`src/logic/conv_pkg.sv`:
```
// package for the pipelined converter output control
// assumes a single core clock domain; the encode strobe is sampled as data
package conv_pkg;

  localparam int WORD_W          = 10;
  localparam int LATENCY         = 5;
  localparam int FIFO_DEPTH      = 8;
  localparam int STAGES          = 5;
  localparam int STAGE_BITS      = 2;

  // reset values
  localparam logic [9:0] WORD_RST = 10'h000;
  localparam logic [1:0] FMT_RST  = 2'h0;

  // four-level format select, coded as sampled by the pin decoder
  localparam logic [1:0] FMT_OB_STAB_OFF = 2'h0;
  localparam logic [1:0] FMT_OB_STAB_ON  = 2'h1;
  localparam logic [1:0] FMT_TC_STAB_ON  = 2'h2;
  localparam logic [1:0] FMT_TC_STAB_OFF = 2'h3;

  localparam logic [9:0] OB_MAX = 10'h3ff;
  localparam logic [9:0] OB_MIN = 10'h000;

  typedef enum logic [1:0] {
    MODE_RUN,
    MODE_RUN_HIZ,
    MODE_NAP,
    MODE_SLEEP
  } power_mode_t;

  typedef struct packed {
    logic       ovf;
    logic [9:0] word;
  } sample_t;

endpackage

```
`src/logic/conv_out_ctrl.sv`:
```
// digital output control of a 10-bit pipelined sampling converter
// assumes the encode strobe pair and select pins are asynchronous pins,
// sampled by CORE_CLK; quantiser results arrive as a raw code plus over and under flags
//
// Summary of operation
// - a conversion starts when the positive strobe rises above the negative.
// - each captured sample leaves as an output word five encode cycles later.
// - power-down low and enable low: convert and drive the outputs.
// - power-down low and enable high: convert but float the outputs.
// - power-down high and enable low: nap mode, outputs floated.
// - power-down high and enable high: sleep mode, outputs floated.
// - the word is ten bits wide with bit 9 the most significant.
// - the flag is high for any sample beyond either end of the range.
// - the four-level select picks number format and stabilizer together.
// - while the strobe is low the input is tracked.
// - on the rising edge the tracked value freezes into stage one.
// - stages alternate phases, odd ones outputting while even ones acquire.
// - stage results are time-aligned and merged before the output driver.
// - the sample-to-word latency is a fixed count of encode cycles.
module conv_out_ctrl (
  input  wire logic       CORE_CLK,
  input  wire logic       RESET_N,
  input  wire logic       SAMPLE_STROBE_P,
  input  wire logic       SAMPLE_STROBE_N,
  input  wire logic [9:0] ANALOG_CODE,
  input  wire logic       ANALOG_OVER,
  input  wire logic       ANALOG_UNDER,
  input  wire logic       POWER_DOWN_SELECT,
  input  wire logic       OUTPUT_ENABLE_N,
  input  wire logic [1:0] FORMAT_SELECT,
  output logic [9:0]      SAMPLE_WORD,
  output logic [9:0]      SAMPLE_WORD_OE,
  output logic            RANGE_OVERFLOW_FLAG,
  output logic            RANGE_OVERFLOW_OE,
  output logic            DATA_VALID_STROBE,
  output logic            DATA_VALID_OE,
  output logic            STABILIZER_ON,
  output logic            FIFO_OVERRUN
);

  // ---------------------------------------------------------------
  // pin synchronisers
  // ---------------------------------------------------------------
  logic       sp_s, sn_s, pd_s, oen_s;
  logic [1:0] fmt_s;
  logic [9:0] code_s;
  logic       ovr_s, und_s;

  conv_sync u_sp (
    .clk   (CORE_CLK),
    .rst_n (RESET_N),
    .din   (SAMPLE_STROBE_P),
    .dout  (sp_s)
  );

  conv_sync u_sn (
    .clk   (CORE_CLK),
    .rst_n (RESET_N),
    .din   (SAMPLE_STROBE_N),
    .dout  (sn_s)
  );

  conv_sync u_pd (
    .clk   (CORE_CLK),
    .rst_n (RESET_N),
    .din   (POWER_DOWN_SELECT),
    .dout  (pd_s)
  );

  conv_sync u_oe (
    .clk   (CORE_CLK),
    .rst_n (RESET_N),
    .din   (OUTPUT_ENABLE_N),
    .dout  (oen_s)
  );

  conv_sync u_ov (
    .clk   (CORE_CLK),
    .rst_n (RESET_N),
    .din   (ANALOG_OVER),
    .dout  (ovr_s)
  );

  conv_sync u_un (
    .clk   (CORE_CLK),
    .rst_n (RESET_N),
    .din   (ANALOG_UNDER),
    .dout  (und_s)
  );

  genvar gi;
  generate
    for (gi = 0; gi < 2; gi++)
    begin : g_fmt
      conv_sync u_f (
        .clk   (CORE_CLK),
        .rst_n (RESET_N),
        .din   (FORMAT_SELECT[gi]),
        .dout  (fmt_s[gi])
      );
    end
    for (gi = 0; gi < 10; gi++)
    begin : g_code
      conv_sync u_c (
        .clk   (CORE_CLK),
        .rst_n (RESET_N),
        .din   (ANALOG_CODE[gi]),
        .dout  (code_s[gi])
      );
    end
  endgenerate

  // ---------------------------------------------------------------
  // encode phase and edges
  // ---------------------------------------------------------------
  logic enc_q, enc_d;
  logic rise, fall;
  logic enc_hi;
  conv_pkg::power_mode_t mode;
  logic converting;

  always_comb
  begin
    enc_hi = sp_s & ~sn_s;
    enc_d  = enc_hi;
    rise   = enc_hi & ~enc_q;
    fall   = ~enc_hi & enc_q;
    case ({pd_s, oen_s})
      2'b00:   mode = conv_pkg::MODE_RUN;
      2'b01:   mode = conv_pkg::MODE_RUN_HIZ;
      2'b10:   mode = conv_pkg::MODE_NAP;
      default: mode = conv_pkg::MODE_SLEEP;
    endcase
    converting = (mode == conv_pkg::MODE_RUN) ||
                 (mode == conv_pkg::MODE_RUN_HIZ);
  end

  // ---------------------------------------------------------------
  // track/hold and stage pipeline
  // ---------------------------------------------------------------
  // even slots load on the encode rise and odd slots on the fall, so
  // neighbouring stages always work in opposite phases; the align slots
  // then pad the path out to the full latency in whole encode cycles
  localparam int ALIGN = conv_pkg::LATENCY - (conv_pkg::STAGES + 1) / 2;

  conv_pkg::sample_t           track_q, track_d;
  conv_pkg::sample_t           pipe_q [conv_pkg::STAGES];
  conv_pkg::sample_t           pipe_d [conv_pkg::STAGES];
  conv_pkg::sample_t           align_q [ALIGN];
  conv_pkg::sample_t           align_d [ALIGN];
  logic [conv_pkg::STAGES-1:0] vld_q, vld_d;
  logic [ALIGN-1:0]            avld_q, avld_d;

  always_comb
  begin
    track_d = track_q;
    if (!enc_hi)
    begin
      track_d.word = code_s;
      track_d.ovf  = ovr_s | und_s;
    end
    pipe_d  = pipe_q;
    vld_d   = vld_q;
    align_d = align_q;
    avld_d  = avld_q;
    if (!converting)
    begin
      vld_d  = '0;
      avld_d = '0;
    end
    else
    begin
      if (rise)
      begin
        pipe_d[0] = track_q;
        vld_d[0]  = 1'b1;
      end
      for (int k = 1; k < conv_pkg::STAGES; k++)
      begin
        if ((k % 2 == 1) ? fall : rise)
        begin
          pipe_d[k] = pipe_q[k-1];
          vld_d[k]  = vld_q[k-1];
        end
      end
      // the align slots only move on the rise, so the word leaves a
      // whole number of encode cycles after its capture
      if (rise)
      begin
        align_d[0] = pipe_q[conv_pkg::STAGES-1];
        avld_d[0]  = vld_q[conv_pkg::STAGES-1];
        for (int k = 1; k < ALIGN; k++)
        begin
          align_d[k] = align_q[k-1];
          avld_d[k]  = avld_q[k-1];
        end
      end
    end
  end

  always_ff @(posedge CORE_CLK)
  begin
    if (!RESET_N)
    begin
      enc_q   <= 1'b0;
      track_q <= '0;
      vld_q   <= '0;
      avld_q  <= '0;
      for (int k = 0; k < conv_pkg::STAGES; k++)
        pipe_q[k] <= '0;
      for (int k = 0; k < ALIGN; k++)
        align_q[k] <= '0;
    end
    else
    begin
      enc_q   <= enc_d;
      track_q <= track_d;
      vld_q   <= vld_d;
      avld_q  <= avld_d;
      pipe_q  <= pipe_d;
      align_q <= align_d;
    end
  end

  // ---------------------------------------------------------------
  // format conversion and output fifo
  // ---------------------------------------------------------------
  logic [1:0]        fmt_q, fmt_d;
  conv_pkg::sample_t fmt_word;
  logic              f_in_ready, f_out_valid, f_out_ready;
  logic [10:0]       f_out_data;
  logic              push;

  always_comb
  begin
    fmt_d    = fmt_s;
    fmt_word = align_q[ALIGN-1];
    if (fmt_q == conv_pkg::FMT_TC_STAB_ON ||
        fmt_q == conv_pkg::FMT_TC_STAB_OFF)
      fmt_word.word[9] = ~fmt_word.word[9];
    push = rise && converting && avld_q[ALIGN-1];
  end

  conv_fifo #(.WIDTH(11), .DEPTH(conv_pkg::FIFO_DEPTH)) u_fifo (
    .clk       (CORE_CLK),
    .rst_n     (RESET_N),
    .in_data   (fmt_word),
    .in_valid  (push),
    .in_ready  (f_in_ready),
    .out_data  (f_out_data),
    .out_valid (f_out_valid),
    .out_ready (f_out_ready)
  );

  // ---------------------------------------------------------------
  // output register and strobe
  // ---------------------------------------------------------------
  // one word leaves per encode fall; strobe rises with the word and
  // falls on the next rise, giving the receiver a clean falling edge
  logic [9:0] word_d;
  logic       ovf_d, dv_d, oe_d, stab_d, ovrun_d;

  always_comb
  begin
    f_out_ready = fall;
    word_d      = SAMPLE_WORD;
    ovf_d       = RANGE_OVERFLOW_FLAG;
    dv_d        = DATA_VALID_STROBE;
    if (fall && f_out_valid)
    begin
      word_d = f_out_data[9:0];
      ovf_d  = f_out_data[10];
      dv_d   = 1'b1;
    end
    else if (rise)
      dv_d = 1'b0;
    oe_d    = (mode == conv_pkg::MODE_RUN);
    stab_d  = (fmt_q == conv_pkg::FMT_OB_STAB_ON) ||
              (fmt_q == conv_pkg::FMT_TC_STAB_ON);
    // limitation: overrun only occurs if falls are missed; sticky
    ovrun_d = FIFO_OVERRUN | (push & ~f_in_ready);
  end

  always_ff @(posedge CORE_CLK)
  begin
    if (!RESET_N)
    begin
      fmt_q               <= conv_pkg::FMT_RST;
      SAMPLE_WORD         <= conv_pkg::WORD_RST;
      RANGE_OVERFLOW_FLAG <= 1'b0;
      DATA_VALID_STROBE   <= 1'b0;
      SAMPLE_WORD_OE      <= '0;
      RANGE_OVERFLOW_OE   <= 1'b0;
      DATA_VALID_OE       <= 1'b0;
      STABILIZER_ON       <= 1'b0;
      FIFO_OVERRUN        <= 1'b0;
    end
    else
    begin
      fmt_q               <= fmt_d;
      SAMPLE_WORD         <= word_d;
      RANGE_OVERFLOW_FLAG <= ovf_d;
      DATA_VALID_STROBE   <= dv_d;
      SAMPLE_WORD_OE      <= {10{oe_d}};
      RANGE_OVERFLOW_OE   <= oe_d;
      DATA_VALID_OE       <= oe_d;
      STABILIZER_ON       <= stab_d;
      FIFO_OVERRUN        <= ovrun_d;
    end
  end

endmodule

```
`src/logic/conv_sync.sv`:
```
// two-flop synchroniser for one asynchronous level
// assumes clk is the core clock; the first flop feeds only the second
module conv_sync (
  input  wire logic clk,
  input  wire logic rst_n,
  input  wire logic din,
  output logic      dout
);

  logic meta_q;
  logic meta_d;
  logic dout_d;

  always_comb
  begin
    meta_d = din;
    dout_d = meta_q;
  end

  always_ff @(posedge clk)
  begin
    if (!rst_n)
    begin
      meta_q <= 1'b0;
      dout   <= 1'b0;
    end
    else
    begin
      meta_q <= meta_d;
      dout   <= dout_d;
    end
  end

endmodule

```
`src/logic/conv_fifo.sv`:
```
// small synchronous fifo with valid/ready on both sides
// assumes one clock; read data comes combinationally from the array
module conv_fifo #(
  parameter int WIDTH = 11,
  parameter int DEPTH = 8
) (
  input  wire logic             clk,
  input  wire logic             rst_n,
  input  wire logic [WIDTH-1:0] in_data,
  input  wire logic             in_valid,
  output logic                  in_ready,
  output logic [WIDTH-1:0]      out_data,
  output logic                  out_valid,
  input  wire logic             out_ready
);

  localparam int AW = $clog2(DEPTH);

  logic [WIDTH-1:0] mem_q [DEPTH];
  logic [AW-1:0]    wp_q, wp_d, rp_q, rp_d;
  logic [AW:0]      cnt_q, cnt_d;
  logic             push, pop;

  always_comb
  begin
    in_ready  = (cnt_q != AW'(0) + (AW+1)'(DEPTH)) ? 1'b1 : 1'b0;
    out_valid = (cnt_q != '0);
    push      = in_valid && in_ready;
    pop       = out_valid && out_ready;
    wp_d      = push ? AW'(wp_q + 1'b1) : wp_q;
    rp_d      = pop ? AW'(rp_q + 1'b1) : rp_q;
    cnt_d     = cnt_q;
    if (push && !pop)
      cnt_d = (AW+1)'(cnt_q + 1'b1);
    else if (pop && !push)
      cnt_d = (AW+1)'(cnt_q - 1'b1);
    out_data  = mem_q[rp_q];
  end

  always_ff @(posedge clk)
  begin
    if (!rst_n)
    begin
      wp_q  <= '0;
      rp_q  <= '0;
      cnt_q <= '0;
    end
    else
    begin
      wp_q  <= wp_d;
      rp_q  <= rp_d;
      cnt_q <= cnt_d;
    end
    if (push)
      mem_q[wp_q] <= in_data;
  end

endmodule

```
`config.mk`:
```
export PLATFORM = sky130hd
export DESIGN_NAME = conv_out_ctrl
export DESIGN_NICKNAME = d
export VERILOG_FILES = /design/src/logic/conv_pkg.sv /design/src/logic/conv_out_ctrl.sv /design/src/logic/conv_sync.sv /design/src/logic/conv_fifo.sv
export SDC_FILE = /design/constraint.sdc
export NUM_CORES = 1
export LEC_CHECK = 0
export BUFFER_PORTS_ARGS = -buffer_cell sky130_fd_sc_hd__clkbuf_2
export CORE_MARGIN = 1
export CORE_UTILIZATION = 54
export CTS_BUF_LIST = sky130_fd_sc_hd__clkbuf_4 sky130_fd_sc_hd__clkbuf_8 sky130_fd_sc_hd__clkbuf_16
export DETAILED_ROUTE_END_ITERATION = 16
export PLACE_DENSITY_LB_ADDON = 0.08
export SLEW_MARGIN = 15
export SYNTH_ARGS = -nofsm -noshare
export SYNTH_HDL_FRONTEND = slang
export SYNTH_SLANG_ARGS = --single-unit
```
`constraint.sdc`:
```
create_clock -name CORE_CLK -period 2.3 [get_ports CORE_CLK]
set_input_delay 0.115 -clock CORE_CLK [delete_from_list [all_inputs] [get_ports CORE_CLK]]
set_output_delay 0.115 -clock CORE_CLK [all_outputs]
set_load 0.005 [all_outputs]
```
==> results.sh <==
export IMPL_routabilityCongestion=0.721
export IMPL_drc=0
export IMPL_slew_viol_final=0
export IMPL_synth_async_reset_ratio_pct=0
export IMPL_synth_top_area_share_pct=35.3
export IMPL_regArea_sq_um=5830
export IMPL_hold_path_end="track_q[9]$_SDFFE_PN0N_"
export IMPL_setup_tns_ps=-24.7
export IMPL_ir_worst_vdd_mv=0.787
export IMPL_hold_violations=0
export IMPL_synth_cell_type_count=40
export IMPL_dr_pass1_iters=4
export IMPL_startpoint_type="register"
export IMPL_root_buffer="clkbuf_16"
export IMPL_io_buffers=45
export IMPL_tightest_slew_ps=649
export IMPL_drive_above_1_share_pct=18.2
export IMPL_ys_seq_area_share_pct=64.7
export IMPL_grt_max_degree=70
export IMPL_viasPerCell=5.14
export IMPL_syn_nets=790
export IMPL_setup_violations=1
export IMPL_postCtsSetupBuffers=0
export IMPL_fmax_mhz=430
export IMPL_die_width_um=131
export IMPL_period_share_pct=101
export IMPL_multi_input_area_sq_um=2940
export IMPL_start_util_pct=56.1
export IMPL_cpPeakStageDelay_ps=530
export IMPL_whs_path_depth=2
export IMPL_rr_endpoint="u_fifo.cnt_q[3]$_SDFFE_PN0P_"
export IMPL_grt_antenna_before_repair=0
export IMPL_clock_skew_final_ps=9.02
export IMPL_worstSetupPathType="register to register"
export IMPL_holdWs_ps=105
export IMPL_wire_per_inst_um=14.6
export IMPL_dp_hpwl_um=9240
export IMPL_yosysTopAreaCell="dfxtp_1"
export IMPL_hp_start="RESET_N"
export IMPL_syn_inst=762
export IMPL_path_cells="or4_4 -> and3_4 -> inv_4 -> ha_4 -> inv_4 -> ha_4 -> a21oi_4 -> a211oi_2 -> a31oi_1 -> mux2i_1"
export IMPL_overflow=0
export IMPL_diodes=0
export IMPL_drv_cap=0
export IMPL_ys_seq_elements=247
export IMPL_groute_usage_overall_pct=17.9
export IMPL_power_density_nw_per_um2=864
export IMPL_violations="setup timing"
export IMPL_period_minus_slack_ps=2320
export IMPL_num_vias=5408
export IMPL_status="complete, but fails checks"
export IMPL_wl_um=15400
export IMPL_synth_ff_type="dfxtp_1"
export IMPL_grt_pass1_wl_um=25400
export IMPL_grt_setup_unrepaired="true"
export IMPL_total_power_mw=9.15
export IMPL_die_area_sq_um=17200
export IMPL_grt_pass1_vias=5449
export IMPL_cts_buffer_depth=3
export IMPL_r2r_cells=10
export IMPL_worst_path_max_fanout=4
export IMPL_cts_tree="built"
export IMPL_core_sq_um=16100
export IMPL_cp_end_kind="register"
export IMPL_slew_headroom_pct=56.4
export IMPL_rows=46
export IMPL_ios=46
export IMPL_synth_area_sq_um=9010
export IMPL_initialDrtViolationCount=280
export IMPL_ant_nets=0
export IMPL_fillers=1194
export IMPL_hold_path_class="primary input to register"
export IMPL_nets=848
export IMPL_slowest_stage="or4_4"
export IMPL_arrival_ps=2750
export IMPL_yosys_top_cells_area="dfxtp_1 35%, edfxtp_1 29%, nand2_1 8.0%"
export IMPL_crit_reg2reg_launch="u_fifo.cnt_q[0]$_SDFFE_PN0P_"
export IMPL_numCtsBuffers=25
export IMPL_die_h_um=131
export IMPL_synthToLayoutAreaGrowth_pct=17.5
export IMPL_cts_sinks=247
export IMPL_clk_latency_ps=500
export IMPL_leakage_nw=3.74
export IMPL_clk_pin_slew_worst_paths_ps=60
export IMPL_syn_area_per_cell_sq_um=11.8
export IMPL_critPathRequiredTime_ps=2720
export IMPL_r2r_slack_ps=-20
export IMPL_synth_enable_flop_cells=88
export IMPL_ys_warn_count=0
export IMPL_finalWorstSetupSlack_ps=-24.7
export IMPL_ctsHtreeMaxLevel=1
flip-flops by register name, indices dropped and copies added, names as in the netlist, 2 cells and up:
name               cells
u_fifo.mem_q          88
pipe_q                55
align_q               22
track_q               11
SAMPLE_WORD           10
g_code.u_c.dout       10
g_code.u_c.dout_d     10
vld_q                  5
u_fifo.cnt_q           4
u_fifo.rp_q            3
u_fifo.wp_q            3
avld_q                 2
fmt_q                  2
g_fmt.u_f.dout         2
g_fmt.u_f.dout_d       2
logic make-up after synthesis:
| logic type | count (synthesis) | share of synthesized area, % |
|---|---|---|
| multiplexers | 24 | 5.72 |
| buffers and inverters | 61 | 3.53 |
| AO/OA/AOI/OAI | 127 | 9.75 |
| AND/OR/NAND/NOR | 288 | 14.5 |
| XOR/XNOR | 7 | 0.681 |
| flip-flops | 247 | 64.7 |
| adder cells (fa/ha/maj) | 8 | 1.19 |
where the power goes:
| part | internal [mW] | leakage [nW] | switching, mW |
|---|---|---|---|
| Clock | 2.85 | 0.454 | 1.55 |
| Combinational | 0.0941 | 1.18 | 0.105 |
| Sequential | 4.53 | 2.11 | 0.0166 |
| Total | 7.47 | 3.74 | 1.68 |
cell usage after synthesis (11+ instances only):
library cell    n
o22ai_1        11
a21boi_1       17
mux4_2         22
and2_1         45
a21boi_0       72
nand2_1       191
dfxtp_1       159
buf_2          12
clkbuf_1       26
o21ai_0        11
buf_4          17
nor2_1         21
edfxtp_1       88
how the worst max path moves through the flow:
stage                                  from                      endpoint  cells past startpoint
2_1_floorplan              enc_q$_SDFF_PN0_  u_fifo.mem_q[0][0]$_DFFE_PP_                      3
3_3_place_gp   u_fifo.cnt_q[0]$_SDFFE_PN0P_  u_fifo.cnt_q[3]$_SDFFE_PN0P_                     10
3_5_place_dp   u_fifo.cnt_q[0]$_SDFFE_PN0P_  u_fifo.cnt_q[3]$_SDFFE_PN0P_                     10
4_1_cts        u_fifo.cnt_q[0]$_SDFFE_PN0P_  u_fifo.cnt_q[3]$_SDFFE_PN0P_                     10
5_1_grt        u_fifo.cnt_q[0]$_SDFFE_PN0P_  u_fifo.cnt_q[3]$_SDFFE_PN0P_                     10
6_report       u_fifo.cnt_q[0]$_SDFFE_PN0P_  u_fifo.cnt_q[3]$_SDFFE_PN0P_                     10
what timing repair did:
item / 4_1_cts / 5_1_grt
pin swaps: 1 / 3
setup endpoints to repair: 1 / 35
resized for setup: 5 / 8
endpoints found under the hold margin: 18 / 0
hold buffers: 18 / 0
area by class of cell:
| cell class | instances | area share [%] |
|---|---|---|
| Timing Repair Buffer | 87 | 5.79 |
| Sequential cell | 247 | 55.1 |
| Tap cell | 216 | 2.55 |
| Multi-Input combinational cell | 454 | 27.8 |
| Clock buffer | 30 | 6.32 |
| Inverter | 5 | 0.225 |
| Clock inverter | 13 | 2.26 |
placed cells by master (no fill, tap or decap), types with 5 or more instances in the layout:
master / n
a21boi_1: 17
mux4_2: 22
dfxtp_1: 158
nor3_1: 5
buf_4: 23
and2_1: 45
a21boi_0: 72
nand3_1: 5
edfxtp_1: 88
dlygate4sd3_1: 18
o21ai_0: 11
nand2_1: 191
clkbuf_2: 44
xnor2_1: 7
clkinv_2: 5
a21oi_1: 6
o21ai_1: 6
nor2_1: 18
clkbuf_16: 25
bufinv_16: 7
o22ai_1: 11
routing by layer:
metal | vias to the layer above | track usage, % | part of all wire, % | routed length [um]
met5 | - | 0 | 0 | 0
met4 | 0 | 4.77 | 1.8 | 272
met3 | 21 | 2.93 | 3.7 | 566
met2 | 89 | 32.9 | 50 | 7710
met1 | 2589 | 21.7 | 44 | 6830
li1 | 2709 | - | - | -
metrics by stage:
step / utilization (%) / instances / worst slack (ps) / instance area (sq um)
floorplan: - / 762 / -98.1 / 9020
finish: 65.9 / 1052 / -24.7 / 10600
global route: 65.9 / 1052 / -92.4 / 10600
global placement: 58.8 / 991 / 61.9 / 9440
CTS: 65.7 / 1052 / 1.95 / 10500
detailed placement: 58.8 / 991 / -8.17 / 9440
critical path, delay by kind of cell, from the launching register on:
family | cells | cell delay (ps)
buffers and inverters | 2 | 110
adder cells (fa/ha/maj) | 2 | 400
AND/OR/NAND/NOR | 2 | 740
multiplexers | 1 | 200
flip-flops | 1 | 330
AO/OA/AOI/OAI | 3 | 450
Note: power is estimated with default switching activity, not from simulation.
